[src/core/ptm_cfg.svh]
`ifndef PTM_CFG_SVH
`define PTM_CFG_SVH
// ==========================================
// register offsets (byte addresses)
`define PTM_OFS_RUN 8'h00
`define PTM_OFS_CTL1 8'h04
`define PTM_OFS_MATCH_A 8'h08
`define PTM_OFS_PERIOD 8'h0c
`define PTM_OFS_COUNT 8'h10
`define PTM_OFS_FLAGS 8'h14
// ==========================================
// run register fields
`define PTM_RUN_BIT 0
`define PTM_PAUSE_BIT 1
`define PTM_TRIG_LO 2
`define PTM_PRESC_LO 4
// ==========================================
// timer_control_one fields
`define PTM_MODE_LO 6
`define PTM_PINF_LO 4
`define PTM_INIT_BIT 3
`define PTM_INV_BIT 2
`define PTM_CCLR_BIT 0
// ==========================================
// flag register fields
`define PTM_FLAG_A_BIT 0
`define PTM_FLAG_P_BIT 1
// ==========================================
// reset values
`define PTM_CTL1_RST 8'h00
`define PTM_RUN_RST 8'h00
`define PTM_CMP_RST 16'h0000
`endif

[src/core/ptm_pkg.sv]
package ptm_pkg;
	// ==========================================
	// operating modes
	typedef enum logic [1:0] {
		PTM_MODE_CMP = 2'h0,
		PTM_MODE_UNDEF = 2'h1,
		PTM_MODE_PWM = 2'h2,
		PTM_MODE_TMR = 2'h3
	} ptm_mode_e;
	// ==========================================
	// pin function codes
	typedef enum logic [1:0] {
		PTM_PF_00 = 2'h0,
		PTM_PF_01 = 2'h1,
		PTM_PF_10 = 2'h2,
		PTM_PF_11 = 2'h3
	} ptm_pinf_e;
endpackage

[src/core/ptm_timer.sv]
// Function
// - mode 00 is compare-match output mode
// - mode 11 compares alike, pin undriven
// - clear-select low: period match clears, both flags
// - clear-select high: match a clears, a flag only
// - match value zero: overflow, no a flag
// - pin changes only on match a flag or run rise
// - run rising edge restores initial pin level
// - pwm: period match clears, clear-select ignored
// - pwm raises a and p flags
// - pwm period value zero means full range
// - duty at or above period: always active
// - pwm keeps running while pin forced
// - initial level picks active level, invert inverts
// - run rising starts pulse, trigger pin sets run
// - pulse ends on clear or match a
// - pulse counter zeroed only on run rise
// - period register width 16 or 10 bits
// - compare pin function: none, low, high, toggle
// - pwm pin function: inactive, active, pwm, pulse
// - initial level bit sets pre-match pin level
`include "ptm_cfg.svh"
`timescale 1ns/1ps
module ptm_timer
	import ptm_pkg::*;
#(
	parameter int CNT_W = 16
) (
	input wire logic hclk,
	input wire logic hresetn,
	input wire logic hsel,
	input wire logic [31:0] haddr,
	input wire logic [1:0] htrans,
	input wire logic hwrite,
	input wire logic [2:0] hsize,
	input wire logic hready,
	input wire logic [31:0] hwdata,
	output logic [31:0] hrdata_q,
	output logic hreadyout_q,
	output logic hresp_q,
	input wire logic external_trigger_pin,
	output logic timer_out_q,
	output logic timer_out_en_q,
	output logic match_a_flag_q,
	output logic match_p_flag_q
);
	// ==========================================
	// declarations
	logic bus_take;
	logic wr_pend_q;
	logic rd_pend_q;
	logic [7:0] wr_addr_q;
	logic [7:0] rd_addr_q;
	logic [31:0] rd_mux;
	logic wr_run;
	logic wr_ctl1;
	logic wr_match_a;
	logic wr_period;
	logic wr_flags;
	logic timer_run_enable_q;
	logic timer_pause_q;
	logic [1:0] trig_sel_q;
	logic [2:0] presc_q;
	ptm_mode_e mode_q;
	logic [1:0] pin_function_q;
	logic initial_level_select_q;
	logic output_invert_q;
	logic clear_source_select_q;
	logic [CNT_W-1:0] match_a_value_q;
	logic [CNT_W-1:0] period_value_q;
	logic [CNT_W-1:0] cnt_q;
	logic [CNT_W-1:0] cnt_nxt;
	logic [6:0] pre_cnt_q;
	logic run_prev_q;
	logic trig_s1_q;
	logic trig_s2_q;
	logic trig_s3_q;
	logic pin_q;
	logic sp_mode;
	logic pwm_mode;
	logic cm_mode;
	logic run_rise;
	logic tick;
	logic a_hit;
	logic p_hit;
	logic cnt_clr;
	logic trig_edge;
	logic trig_set;
	logic pwm_active;
	logic act_lvl;

	// ==========================================
	// helpers
	function automatic logic [6:0] presc_mask(input logic [2:0] sel);
		presc_mask = 7'h7f >> (3'h7 - sel);
	endfunction

	function automatic logic [31:0] widen(input logic [CNT_W-1:0] v);
		logic [31:0] w;
		w = 32'h0000_0000;
		w[CNT_W-1:0] = v;
		widen = w;
	endfunction

	// ==========================================
	// bus address phase
	assign bus_take = hsel & hready & htrans[1];

	// reads get one wait state so a preceding write is always visible
	always_ff @(posedge hclk or negedge hresetn) begin
		if (!hresetn) begin
			wr_pend_q <= 1'b0;
			rd_pend_q <= 1'b0;
			wr_addr_q <= 8'h00;
			rd_addr_q <= 8'h00;
		end else begin
			wr_pend_q <= bus_take & hwrite;
			rd_pend_q <= bus_take & ~hwrite;
			if (bus_take) begin
				wr_addr_q <= haddr[7:0];
				rd_addr_q <= haddr[7:0];
			end
		end
	end

	always_ff @(posedge hclk or negedge hresetn) begin
		if (!hresetn) begin
			hreadyout_q <= 1'b1;
			hresp_q <= 1'b0;
			hrdata_q <= 32'h0000_0000;
		end else begin
			hresp_q <= 1'b0;
			hreadyout_q <= ~(bus_take & ~hwrite);
			if (rd_pend_q) begin
				hrdata_q <= rd_mux;
			end
		end
	end

	// ==========================================
	// read mux, unmapped reads as zero
	always_comb begin
		rd_mux = 32'h0000_0000;
		case (rd_addr_q)
			`PTM_OFS_RUN: begin
				rd_mux[`PTM_RUN_BIT] = timer_run_enable_q;
				rd_mux[`PTM_PAUSE_BIT] = timer_pause_q;
				rd_mux[`PTM_TRIG_LO +: 2] = trig_sel_q;
				rd_mux[`PTM_PRESC_LO +: 3] = presc_q;
			end
			`PTM_OFS_CTL1: begin
				rd_mux[`PTM_MODE_LO +: 2] = mode_q;
				rd_mux[`PTM_PINF_LO +: 2] = pin_function_q;
				rd_mux[`PTM_INIT_BIT] = initial_level_select_q;
				rd_mux[`PTM_INV_BIT] = output_invert_q;
				rd_mux[`PTM_CCLR_BIT] = clear_source_select_q;
			end
			`PTM_OFS_MATCH_A: begin
				rd_mux = widen(match_a_value_q);
			end
			`PTM_OFS_PERIOD: begin
				rd_mux = widen(period_value_q);
			end
			`PTM_OFS_COUNT: begin
				rd_mux = widen(cnt_q);
			end
			`PTM_OFS_FLAGS: begin
				rd_mux[`PTM_FLAG_A_BIT] = match_a_flag_q;
				rd_mux[`PTM_FLAG_P_BIT] = match_p_flag_q;
			end
			default: begin
				rd_mux = 32'h0000_0000;
			end
		endcase
	end

	// ==========================================
	// write strobes
	assign wr_run = wr_pend_q & (wr_addr_q == `PTM_OFS_RUN);
	assign wr_ctl1 = wr_pend_q & (wr_addr_q == `PTM_OFS_CTL1);
	assign wr_match_a = wr_pend_q & (wr_addr_q == `PTM_OFS_MATCH_A);
	assign wr_period = wr_pend_q & (wr_addr_q == `PTM_OFS_PERIOD);
	assign wr_flags = wr_pend_q & (wr_addr_q == `PTM_OFS_FLAGS);

	// ==========================================
	// control registers
	always_ff @(posedge hclk or negedge hresetn) begin
		if (!hresetn) begin
			mode_q <= PTM_MODE_CMP;
			pin_function_q <= 2'h0;
			initial_level_select_q <= 1'b0;
			output_invert_q <= 1'b0;
			clear_source_select_q <= 1'b0;
		end else if (wr_ctl1) begin
			mode_q <= ptm_mode_e'(hwdata[`PTM_MODE_LO +: 2]);
			pin_function_q <= hwdata[`PTM_PINF_LO +: 2];
			initial_level_select_q <= hwdata[`PTM_INIT_BIT];
			output_invert_q <= hwdata[`PTM_INV_BIT];
			clear_source_select_q <= hwdata[`PTM_CCLR_BIT];
		end
	end

	always_ff @(posedge hclk or negedge hresetn) begin
		if (!hresetn) begin
			timer_pause_q <= 1'b0;
			trig_sel_q <= 2'h0;
			presc_q <= 3'h0;
		end else if (wr_run) begin
			timer_pause_q <= hwdata[`PTM_PAUSE_BIT];
			trig_sel_q <= hwdata[`PTM_TRIG_LO +: 2];
			presc_q <= hwdata[`PTM_PRESC_LO +: 3];
		end
	end

	always_ff @(posedge hclk or negedge hresetn) begin
		if (!hresetn) begin
			match_a_value_q <= CNT_W'(`PTM_CMP_RST);
			period_value_q <= CNT_W'(`PTM_CMP_RST);
		end else begin
			if (wr_match_a) begin
				match_a_value_q <= hwdata[CNT_W-1:0];
			end
			if (wr_period) begin
				period_value_q <= hwdata[CNT_W-1:0];
			end
		end
	end

	// ==========================================
	// mode decode
	// pwm selected by mode and pins
	// pulse selected by mode and pins
	assign sp_mode = (mode_q == PTM_MODE_PWM) & (pin_function_q == PTM_PF_11);
	assign pwm_mode = (mode_q == PTM_MODE_PWM) & ~sp_mode;
	assign cm_mode = (mode_q == PTM_MODE_CMP) | (mode_q == PTM_MODE_TMR);

	// ==========================================
	// trigger pin synchroniser
	always_ff @(posedge hclk or negedge hresetn) begin
		if (!hresetn) begin
			trig_s1_q <= 1'b0;
			trig_s2_q <= 1'b0;
			trig_s3_q <= 1'b0;
		end else begin
			trig_s1_q <= external_trigger_pin;
			trig_s2_q <= trig_s1_q;
			trig_s3_q <= trig_s2_q;
		end
	end

	// trig_sel: bit 0 rising, bit 1 falling
	assign trig_edge = (trig_sel_q[0] & trig_s2_q & ~trig_s3_q)
		| (trig_sel_q[1] & ~trig_s2_q & trig_s3_q);
	assign trig_set = trig_edge & sp_mode & ~timer_run_enable_q;

	// ==========================================
	// tick and compare
	assign run_rise = timer_run_enable_q & ~run_prev_q;
	assign tick = timer_run_enable_q & ~timer_pause_q & ~run_rise
		& ((pre_cnt_q & presc_mask(presc_q)) == presc_mask(presc_q));
	assign cnt_nxt = cnt_q + 1'b1;
	assign a_hit = tick & (cnt_nxt == match_a_value_q) & (|match_a_value_q)
		& (mode_q != PTM_MODE_UNDEF);
	// no period flag with clear-select high, except in pwm
	assign p_hit = tick & (cnt_nxt == period_value_q)
		& (pwm_mode | (cm_mode & ~clear_source_select_q));
	assign cnt_clr = p_hit | (a_hit & cm_mode & clear_source_select_q);

	always_ff @(posedge hclk or negedge hresetn) begin
		if (!hresetn) begin
			pre_cnt_q <= 7'h00;
		end else if (run_rise) begin
			pre_cnt_q <= 7'h00;
		end else if (timer_run_enable_q & ~timer_pause_q) begin
			pre_cnt_q <= pre_cnt_q + 7'h01;
		end
	end

	always_ff @(posedge hclk or negedge hresetn) begin
		if (!hresetn) begin
			run_prev_q <= 1'b0;
		end else begin
			run_prev_q <= timer_run_enable_q;
		end
	end

	// zeroed only on run rise in pulse mode
	always_ff @(posedge hclk or negedge hresetn) begin
		if (!hresetn) begin
			cnt_q <= '0;
		end else if (run_rise) begin
			cnt_q <= '0;
		end else if (tick) begin
			if (cnt_clr & ~sp_mode) begin
				cnt_q <= '0;
			end else begin
				cnt_q <= cnt_nxt;
			end
		end
	end

	// ==========================================
	// run enable
	always_ff @(posedge hclk or negedge hresetn) begin
		if (!hresetn) begin
			timer_run_enable_q <= 1'b0;
		end else begin
			if (wr_run) begin
				timer_run_enable_q <= hwdata[`PTM_RUN_BIT];
			end else if (sp_mode & a_hit) begin
				timer_run_enable_q <= 1'b0;
			end
			if (trig_set) begin
				timer_run_enable_q <= 1'b1;
			end
		end
	end

	// ==========================================
	// match flags, a set beats a clear
	// pwm raises both flags
	always_ff @(posedge hclk or negedge hresetn) begin
		if (!hresetn) begin
			match_a_flag_q <= 1'b0;
			match_p_flag_q <= 1'b0;
		end else begin
			match_a_flag_q <= a_hit
				| (match_a_flag_q & ~(wr_flags & hwdata[`PTM_FLAG_A_BIT]));
			match_p_flag_q <= p_hit
				| (match_p_flag_q & ~(wr_flags & hwdata[`PTM_FLAG_P_BIT]));
		end
	end

	// ==========================================
	// compare-mode pin state
	always_ff @(posedge hclk or negedge hresetn) begin
		if (!hresetn) begin
			pin_q <= 1'b0;
		end else if (run_rise) begin
			pin_q <= initial_level_select_q;
		end else if (a_hit & cm_mode) begin
			case (pin_function_q)
				PTM_PF_01: pin_q <= 1'b0;
				PTM_PF_10: pin_q <= 1'b1;
				PTM_PF_11: pin_q <= ~pin_q;
				default: pin_q <= pin_q;
			endcase
		end
	end

	// ==========================================
	// pwm waveform and pin driver
	// duty at or above period is full
	assign pwm_active = ((|period_value_q) & (match_a_value_q >= period_value_q))
		| (cnt_q < match_a_value_q);
	assign act_lvl = initial_level_select_q ^ output_invert_q;

	// pwm counting runs regardless of pin forcing, so unforcing is glitch free
	always_ff @(posedge hclk or negedge hresetn) begin
		if (!hresetn) begin
			timer_out_q <= 1'b0;
			timer_out_en_q <= 1'b0;
		end else begin
			case (mode_q)
				PTM_MODE_CMP: begin
					timer_out_en_q <= 1'b1;
					timer_out_q <= pin_q ^ output_invert_q;
				end
				PTM_MODE_PWM: begin
					timer_out_en_q <= 1'b1;
					case (pin_function_q)
						PTM_PF_00: timer_out_q <= ~act_lvl;
						PTM_PF_01: timer_out_q <= act_lvl;
						PTM_PF_10: timer_out_q <= pwm_active ? act_lvl : ~act_lvl;
						default: timer_out_q <= timer_run_enable_q ? act_lvl : ~act_lvl;
					endcase
				end
				default: begin
					timer_out_en_q <= 1'b0;
					timer_out_q <= 1'b0;
				end
			endcase
		end
	end

	// hsize and upper address bits are not decoded; only word access is supported
endmodule // ptm_timer

[config.mk]
export PLATFORM = sky130hd
export DESIGN_NAME = ptm_timer
export DESIGN_NICKNAME = d
export VERILOG_FILES = /design/src/core/ptm_pkg.sv /design/src/core/ptm_timer.sv
export VERILOG_INCLUDE_DIRS = /design/src /design/src/core
export SDC_FILE = /design/constraint.sdc
export NUM_CORES = 1
export LEC_CHECK = 0
export ABC_CLOCK_PERIOD_IN_PS = 5100
export BUFFER_PORTS_ARGS = -buffer_cell sky130_fd_sc_hd__buf_2
export CORE_MARGIN = 4
export CORE_UTILIZATION = 48
export DETAILED_ROUTE_END_ITERATION = 16
export GPL_TIMING_DRIVEN = 0
export HOLD_SLACK_MARGIN = 0.03
export MAX_ROUTING_LAYER = met4
export PLACE_DENSITY_LB_ADDON = 0.15
export SLEW_MARGIN = 20
export SYNTH_ARGS = -nofsm -noshare
export SYNTH_HDL_FRONTEND = slang
export SYNTH_SLANG_ARGS = --single-unit
[constraint.sdc]
create_clock -name hclk -period 5.1 [get_ports hclk]
set_input_delay 0 -clock hclk [delete_from_list [all_inputs] [get_ports hclk]]
set_output_delay 0 -clock hclk [all_outputs]
set_load 0.05 [all_outputs]
---- After elaboration in Yosys (flattened, before gate mapping) ----
Index checks and enable logic that the tools add are counted.
word-level totals
  bits in registers ....................... 121
  output and inout port bits .............. 38
cells by class
  add/subtract/negate cells ............... 3
  order comparisons ....................... 2
  equal/unequal tests ..................... 14
  shifts and indexed selects .............. 1
  muxes and demuxes ....................... 21
  bitwise gates (word level) .............. 60
  reduce and logical (&&, ||, !) cells .... 12
operators by type and width
  cell                                              count
  2-to-1 mux 16 bit                                 3
  bitwise AND 1 bit                                 36
  == test 16 bit                                    2
  OR reduction 16 bit                               2
  case mux 5 bit (5 select lines)                   1
  case mux 8 bit (3 select lines)                   1
  adder 16 x 1 -> 16 bit (second input constant)    1
  == test 8 x 4 -> 1 bit (second input constant)    2
  == test 8 x 5 -> 1 bit (second input constant)    2
  greater-or-equal comparator 16 bit                1
  < comparator 16 bit                               1
  2-to-1 mux 7 bit                                  2
  NOT 1 bit                                         14
  == test 2 bit (second input constant)             4
  == test 8 x 3 -> 1 bit (second input constant)    1
  zero test 8 bit                                   1
  2-to-1 mux 1 bit                                  8
  adder 7 x 1 -> 7 bit (second input constant)      1
  bitwise AND 7 bit                                 1
  == test 7 bit                                     1
  bitwise OR 1 bit                                  7
  >> shifter 7 x 3 -> 7 bit (first input constant)  1
  case mux 1 bit (3 select lines)                   2
  case mux 1 bit (6 select lines)                   1
  13 further kinds                                  17

---- Depth between registers and ports, before layout ----
Gate-level depths: netlist of run 1.
  depth after elaboration ................. 15
  mapped depth ............................ 11
  mapped depth without buffers ............ 10

---- Worst setup path before layout of run 1 ----
OpenSTA, ideal clock, no wires.
  path type ............................... reg2reg
  from .................................... register cnt_q[0]
  to ...................................... register cnt_q[10]
  library setup time ...................... 119 ps
  data arrival time ....................... 3,062 ps
  data required time ...................... 4,981 ps
  setup slack ............................. 1,920 ps
  stages on the path, launching flop included .. 12
  buffers on the path ..................... 2
  clock period less this slack ............ 3,180 ps
  path through ............................ dfrtp_1 ha_1 nand4_2 or4_1 buf_2 xnor2_1 o211ai_1 or4_1 or4_4 o21ai_2 buf_6 nor2_1
between the ends
  longest elaborated chain between the ends .. 12
RTL lines
  element                          line              text
  start, declared                  ptm_timer.sv:71   logic [CNT_W-1:0] cnt_q;
  start signal, assigned           ptm_timer.sv:297  cnt_q <= cnt_nxt;
  adder 16 x 1 -> 16 bit *         ptm_timer.sv:261  assign cnt_nxt = cnt_q + 1'b1;
  == test 16 bit                   ptm_timer.sv:262  assign a_hit = tick & (cnt_nxt == match_a_value_q) & (|match_a_value_q)
  bitwise AND 1 bit (2 in series)  ptm_timer.sv:262
  bitwise AND 1 bit                ptm_timer.sv:263  & (mode_q != PTM_MODE_UNDEF);
  bitwise AND 1 bit (2 in series)  ptm_timer.sv:267  assign cnt_clr = p_hit | (a_hit & cm_mode & clear_source_select_q);
  bitwise OR 1 bit                 ptm_timer.sv:267
  bitwise AND 1 bit                ptm_timer.sv:294  if (cnt_clr & ~sp_mode) begin
  2-to-1 mux 16 bit *              ptm_timer.sv:294
  2-to-1 mux 16 bit *              ptm_timer.sv:293  end else if (tick) begin
  2-to-1 mux 16 bit *              ptm_timer.sv:291  end else if (run_rise) begin
Every way passes the cells marked *; elsewhere a longest branch is shown, timed or not. The select of a mux whose other input is x is not followed.
A chain may end at the register's enable or synchronous reset.

---- Worst setup path in the final report of run 1 ----
  from .................................... register cnt_q[0]
  to ...................................... register cnt_q[8]
The elaborated chain is that of the path after synthesis.

==> results.txt, run 1 <==
- After synthesis the netlist holds a flip-flop and latch count of 105.
* Clock input transition at the sequential cells of the worst setup and hold paths: 80 ps
- CP startpoint kind: flip-flop
- The number of global-route vias before repair was 5,724.
- The first detailed-routing pass took 5 iterations.
- In this run the power spent charging and discharging nets is 883 uW.
* Routed wire length per instance: 18.7 um
- Sequential cell area fraction in the yosys report: 38.8%
* Measured slew at the worst slew-check pin: 948 ps
* Most frequent cells in the layout: dfrtp_1, nor2_1, mux2_2
- Synthesis produced 702 cells.
- TritonCTS created 9 clock buffers.
* Post-Synthesis Mean Instance Area: 9.66 um2
- Per report_power, the clock group accounts for 28.1% of the total.
- After floorplanning, the core was divided into 43 placement rows.
- Total of fill cells in the finished design: 1,231
- Entering global routing, the biggest net connects 66 pins.
* Initial core utilization: 48.9%
- The share of total power dissipated in combinational logic is 28.0%.
* Worst min-delay path category: in -> async
- Clock skew on the completed layout was measured at 9.58 ps.
- Number of top-level design ports: 113
- TritonCTS built the clock tree.
- Global routing used 33.6% of the available met1 tracks.
- The later pin in the worst-skew pair is clocked with a latency of 360 ps.
- Share of post-route cells with drive strength above 1: 19.9%
* Maximum clock frequency: 265 MHz
* Fin nets: 924
- STA classifies the critical path endpoint as a flip-flop.
- Global routing finished with a remaining overflow of 0.
* Warnings from Yosys: 0
- Area growth from synthesis to final layout: 16.7%
- Die height: 127 um
- Critical path data arrival time: 4030 ps
- The first global-routing pass estimated 30,400 um of wire.
* GR Util met2: 38.4%
* Predominant post-synthesis flop cell: dfrtp_1
- Postcts setup bufs: 0
- The critical path is of the reg -> reg type.
* Global router's overall resource usage: 24.6%
- 0 antenna diodes ended up in the layout.
- Layer with the highest usage: met2
* Post-detailed-routing wire length: 18,500 um
* Pre-CTS worst setup slack: 1330 ps
- Final Critical Period: 3780 ps
- Along the worst path, the maximum fanout reaches 10.
* Die area: 16,100 um2
- Initial antenna violation count: 0
- Seq pwr share: 43.9%
* Max_cap viols: 0
- Yosys mapped a number of flops with a built-in enable equal to 0.
- Setup repair after global routing left no endpoint under its margin.
- The worst pin sits at a relative slew slack of 35.9%.
* Clock Root Buffer: clkbuf_16
- Via count: 5,676
- The final max-slew violation count was 0.
- The die is 127 um wide.
- CTS saw 105 sinks.
- Clock tree buffer depth: 2
- Placeable Area: 13,900 um2
- Number of distinct library cells after synthesis: 62
- The count of buffers added on input and output ports is 51.
- Weighted congestion at the end of routability-driven global placement: 0.926
- The worst-case IR drop observed on VDD is 0.000264 V.
- In the routed design, unresolved DRC markers number 0.
- Post-synthesis async set-or-reset flop share: 100%
* Sw frac: 36.4%
- The number of gates resized after CTS was 0.
- Met3 usage in global routing: 3.96%
* Final period utilization: 74.1%
* Internal power contribution: 1540 uW
* Post-DP HPWL: 14,000 um
- Final count of hold timing violations: 0
* Iteration-0 DRC count of the detailed router: 493
- The library cell used most frequently in the layout, excluding fill and tap cells, is dfrtp_1.
- Total standard cell area after synthesis: 6780 um2
- Final count of negative-setup-slack endpoints: 0
- Number of vias per cell after detailed routing: 5.72
- Summed over all failing endpoints, the final setup total negative slack is 0 ps.
- For this design the static power due to leakage is 0.00365 uW.
* Power Density: 306 nW/um2
- The count of nets left with antenna violations once routing finished came out at 0.
* Final WS setup: 1320 ps
- STA puts the critical path data required time at 5350 ps.
- The H-tree was split into 3 levels.
- Run status: complete, no violations
-- power by group through the flow --
stage / logic (uW) / registers, uW / clock network, uW
5_1_grt: 751 / 1080 / 731
4_1_cts: 681 / 1060 / 693
3_5_place_dp: 662 / 1070 / 0
3_3_place_gp: 640 / 1070 / 0
2_1_floorplan: 405 / 1140 / 0
6_report: 680 / 1060 / 681
-- layer usage --
metal | up-vias | routed length [um]
met5 | - | 0
met4 | 0 | 251
met3 | 22 | 1080
met2 | 199 | 8800
met1 | 2784 | 8400
li1 | 2671 | -
-- flip-flops by register name, indices dropped and copies added (netlist names), 2 cells and up --
name             flops
cnt_q               16
presc_q              3
pin_function_q       2
rd_addr_q            8
pre_cnt_q            7
hrdata_q            16
trig_sel_q           2
match_a_value_q     16
period_value_q      16
mode_q               2
-- cell type report --
class	count	area, um2	share of cell area, %
Multi-Input combinational cell	514	3710	46.9
Sequential cell	105	2630	33.2
Timing Repair Buffer	79	559	7.06
Inverter	50	188	2.37
Tap cell	180	225	2.84
Clock buffer	9	225	2.84
Buffer	49	317	4.00
Clock inverter	7	65.1	0.822
-- cell families after synthesis --
| kind of cell | synth area share [%] |
|---|---|
| mux | 11.3 |
| compound gates | 12.0 |
| flops | 38.8 |
| buf+inv | 7.43 |
| xor+xnor | 8.10 |
| other cells | 0.0553 |
| fa+ha+maj | 7.56 |
| simple gates | 14.8 |
-- worst max-delay path: stages, from the launching register on --
cell and delay [ps]:
dfrtp_1 520, ha_1 380, nand4_2 260, or4_1 510, buf_2 170, xnor2_1 170
o211ai_1 100, or4_1 410, or4_4 550, o21ai_2 330, buf_6 190, nor2_1 60
-- Yosys cell counts, types with 2 or more instances --
| master | count | share of area, % |
|---|---|---|
| a221oi_1 | 6 | 0.77 |
| nor3_1 | 12 | 0.89 |
| mux2i_1 | 17 | 2.5 |
| a32oi_1 | 3 | 0.39 |
| and3_1 | 4 | 0.37 |
| xor2_1 | 18 | 2.3 |
| clkbuf_1 | 19 | 1.1 |
| or2_2 | 3 | 0.28 |
| mux2_2 | 53 | 8.8 |
| o211ai_1 | 4 | 0.44 |
| nand3_1 | 18 | 1.3 |
| nand4_2 | 2 | 0.37 |
| a21oi_1 | 30 | 2.2 |
| nor2_1 | 64 | 3.5 |
| nand2b_1 | 5 | 0.46 |
| a31oi_1 | 5 | 0.46 |
| o21ai_0 | 33 | 2.4 |
| a211oi_1 | 4 | 0.44 |
| o22ai_1 | 3 | 0.28 |
| nor2b_1 | 4 | 0.37 |
| nand2_1 | 49 | 2.7 |
| buf_6 | 6 | 1.0 |
| o31ai_1 | 2 | 0.22 |
| a41oi_1 | 3 | 0.39 |
| or4_1 | 3 | 0.33 |
| nand4_1 | 13 | 1.2 |
| nand3b_1 | 3 | 0.33 |
| a21o_1 | 8 | 0.89 |
| a221o_1 | 2 | 0.30 |
| o221ai_1 | 3 | 0.39 |
| a222oi_1 | 2 | 0.30 |
| nor4_1 | 13 | 1.2 |
| xnor3_1 | 3 | 1.0 |
| and4_1 | 2 | 0.26 |
| inv_1 | 50 | 2.8 |
| xnor2_1 | 37 | 4.8 |
| buf_4 | 23 | 2.5 |
| nor4b_1 | 3 | 0.39 |
| ha_1 | 41 | 7.6 |
| o21a_1 | 4 | 0.44 |
| dfrtp_1 | 104 | 38 |
-- per-stage QoR --
| stage | instance area (um2) | utilization (%) | power, uW | hold WS [ps] | instances |
|---|---|---|---|---|---|
| after floorplan | 6840 | - | 1540 | -296 | 718 |
| after global placement | 7320 | 52.8 | 1710 | 108 | 949 |
| after detailed placement | 7360 | 53.0 | 1740 | -58.5 | 950 |
| after CTS | 7920 | 57.0 | 2430 | 132 | 993 |
| after global routing | 7920 | 57.0 | 2560 | 154 | 993 |
| final | 7920 | 57.0 | 2420 | 124 | 993 |
-- timing repair --
item,4_1_cts,5_1_grt
hold buffers,27,0
hold endpoints to repair,165,0
endpoints found under the setup margin,0,0
-- path summary, 6_finish.rpt --
check / slack [ps] / to / cells after the start / start
worst min register to register: 350 / trig_s2_q / 0 / trig_s1_q
worst max register to register: 1320 / cnt_q[8] / 11 / cnt_q[0]
worst max-delay path: 1320 / cnt_q[8] / 11 / cnt_q[0]
worst min-delay path: 120 / cnt_q[11] / 2 / hresetn
max in group asynchronous: 4330 / mode_q[1] / 3 / hresetn
min in group hclk: 170 / wr_pend_q / 3 / hready
Power figures use the tool's default switching activity.
==> inputs of run 2 (changes only) <==
--- a/config.mk
+++ b/config.mk
@@ -6,7 +6,8 @@
 export SDC_FILE = /design/constraint.sdc
 export NUM_CORES = 1
 export LEC_CHECK = 0
-export ABC_CLOCK_PERIOD_IN_PS = 5100
+export ABC_AREA = 1
+export ABC_CLOCK_PERIOD_IN_PS = 3070
 export BUFFER_PORTS_ARGS = -buffer_cell sky130_fd_sc_hd__buf_2
 export CORE_MARGIN = 4
 export CORE_UTILIZATION = 48
==> constraint.sdc (replaced) <==
create_clock -name hclk -period 3.07 [get_ports hclk]
set_input_delay 0 -clock hclk [delete_from_list [all_inputs] [get_ports hclk]]
set_output_delay 0 -clock hclk [all_outputs]
set_load 0.05 [all_outputs]
==> results.txt, run 2 <==
- The longest clock path from root to sink contains 2 buffers.
- Measured along the y axis, the die boundary spans 125 um.
- Post-Synthesis Mean Instance Area: 7.49 um2
- Top-area cell type share of the netlist area: 39.6%
- TritonCTS built the clock tree.
- Run status: complete, no violations
- After filler insertion, the fill cell instance count of the layout stands at 1,283.
* Number of global-route vias before repair: 5,700
- After floorplanning, the core was sized to cover 13,300 um2.
* Die area: 15,600 um2
- Leaving out fill and tap cells, the most frequent cells in the layout are nand2_1, inv_1, dfrtp_1.
- Via count: 6,088
- In the global route stage, overall resource usage came out at 25.2%.
* Number of top-level design ports: 113
- Final Critical Period: 2770 ps
- In this run, synthesis inferred 0 flip-flops with an integrated enable.
- Across the run, the number of max-cap violations was 0.
* Req. time, crit path: 3320 ps
- Final worst clock skew: 9.30 ps
* Weighted congestion at the end of routability-driven global placement: 1.01
- Static timing analysis puts the maximum clock frequency at 361 MHz.
- Power comes to 3270 uW.
* Number of routed nets with antenna violations: 0
- The count of final hold-check violations is 0.
- Using the TritonRoute via totals, the vias-per-cell ratio works out to 5.22.
- Placed Cells incl. Taps: 1,120
* Initial core utilization: 49.4%
- Top post-synthesis cells by area: dfrtp_1, nand2_1, ha_1, o21ai_0, inv_1
- In the final layout, the share of cells above drive strength 1 is 13.1%.
- Sequential cell area fraction in the yosys report: 40.0%
- Worst min-delay path category: in -> reg
* Top cell type by total area after synthesis: dfrtp_1
* Die Width: 125 um
- Wires add up to 18,500 um.
- For this run, the leading register cell type out of synthesis is dfrtp_1.
* Residual overflow from global routing: 0
- Setup repair after global routing left no endpoint under its margin.
* Worst Path Max Fanout: 10
* Routed wire length per instance: 15.8 um
- Summing all multi-input logic gate instances after layout gives 3400 um2.
* H-tree depth: 3
- Final count of negative-setup-slack endpoints: 0
- Among all cell types in the netlist, the one instantiated most often is nand2_1.
* CTS Sinks: 105
* Number of distinct library cells after synthesis: 45
- The library cell used most frequently in the layout, excluding fill and tap cells, is nand2_1.
* VDD IR max: 0.000357 V
- Post-synthesis async set-or-reset flop share: 100%
- Pleak: 0.00421 uW
- After the last flow step, the layout net total stands at 1,102.
- Critical path data arrival time: 3020 ps
- 0 antenna diodes ended up in the layout.
- Entering global routing, the biggest net connects 79 pins.
* Detailed-route DRC error count: 0
- Total iterations of the first detailed-routing run: 7
- Final setup TNS: 0 ps
* Number of pins exceeding their max-slew limit in the final report: 0
- Synthesis produced 876 cells.
* Port Buffers: 51
- During synthesis, Yosys emitted a total of 0 warnings.
* Number of buffers inserted during clock tree synthesis: 9
* Clock latency reported for the late side of the worst-skew pair: 360 ps
- In this run the cell area of the synthesized design comes to 6570 um2.
* CP startpoint kind: flip-flop
- The critical path in this run is classified as reg -> reg.
- Synth Register Bits: 105
- Clock Root Buffer: clkbuf_16
- Once layout is complete, the utilization of the core stands at 58.2%.
- Measured slew at the worst slew-check pin: 646 ps
- Power Density: 423 nW/um2
- The floorplan has 42 rows.
- In this run the tightest slew margin relative to its limit is 56.9%.
- Clock input transition at the sequential cells of the worst setup and hold paths: 80 ps
- Final period utilization: 90.2%
- Setup crit end kind: flip-flop
- Wire length of the first global-routing pass: 30,400 um
- Initial antenna violation count: 0
- Summed over all nets, the half-perimeter wirelength after detailed placement is 14,300 um.
- Iteration-0 DRC count of the detailed router: 513
- Area used by sequential logic in the layout: 2630 um2
- Excluding fillers, the count of instances in the completed layout stands at 1,167.
* Area growth from synthesis to final layout: 18.0%
- By count the netlist is led by nand2_1, inv_1, dfrtp_1.
[run 2: changes by cell type after synthesis, sizes merged, moves of 14 or more]
| cell | previous run | this run |
|---|---|---|
| o22ai | 3 | 17 |
| mux2i | 17 | 0 |
| o21ai | 34 | 90 |
| xnor2 | 37 | 1 |
| nand2 | 49 | 249 |
| inv | 50 | 107 |
| nand3 | 18 | 50 |
| mux2 | 53 | 6 |
[run 2: worst paths after layout]
kind / start / to / slack (ps) / cells past startpoint
worst max-delay path: cnt_q[1] / cnt_q[10] / 300 / 17
worst min-delay path: hready / rd_addr_q[1] / 30 / 3
worst max register to register: cnt_q[1] / cnt_q[10] / 300 / 17
worst min register to register: trig_s1_q / trig_s2_q / 360 / 0
max in group asynchronous: hresetn / cnt_q[0] / 2300 / 3
min in group asynchronous: hresetn / rd_addr_q[6] / 100 / 2
[run 2: kinds of logic after synthesis]
family / count (synthesis) / synth area share [%]
muxes: 6 / 1.03
DFF: 105 / 40.0
other: 1 / 0.0571
AOI/OAI and AO/OA: 164 / 13.7
adders and majority gates: 41 / 7.81
xor gates and xnor gates: 9 / 1.20
buffers and inverters: 141 / 9.15
and+or+nand+nor: 409 / 27.0
[run 2: through the flow]
stage	cell area, um2	setup slack, ps	hold WS (ps)
final	7740	300	34.6
after global routing	7740	32.1	64.8
after CTS	7710	171	32.8
after detailed placement	7130	212	-114
after global placement	7100	253	109
after floorplan	6630	887	-296
[run 2: metal layers]
metal  share of wire, %  vias to the layer above  track usage [%]
met5                  0                        -                -
met4                2.2                        0             8.23
met1                 49                     2827             36.8
met2                 43                      158             36.7
li1                   -                     3078                -
met3                5.2                       25             3.07
[run 2: critical path, stage by stage (launching register included)]
cell     delay, ps
dfrtp_1        490
ha_1           260
nand2_2        130
nor2_8         220
nand2_2        100
o21ai_2        200
nand2_2        110
nand2_1         70
nand2_1         50
nor2_1         160
nand3_2        170
nor2_4         160
nand3_2         80
nand2_2         80
nand2_4         90
buf_6          150
nand2_1         60
nand2_1         50
[run 2: cell type report]
class                           instances  area share, %
Clock buffer                            9           2.91
Clock inverter                          7           1.07
Inverter                              108           5.24
Multi-Input combinational cell        646           43.9
Timing Repair Buffer                   83           7.61
Tap cell                              176           2.84
Buffer                                 33           2.52
Sequential cell                       105           34.0
[run 2: power breakdown]
| group | internal (uW) | total (uW) | switching, uW | leakage, uW |
|---|---|---|---|---|
| sequential | 1470 | 1550 | 84.0 | 0.00117 |
| clock | 585 | 1180 | 593 | 0.000148 |
| combinational | 192 | 546 | 354 | 0.00289 |
[run 2: timing repair]
action                     in CTS  in global routing
setup buffers                   0                  4
gates resized for setup         0                  1
hold endpoints to repair      162                  0
hold buffers                   27                  0
setup endpoints to repair       0                 24
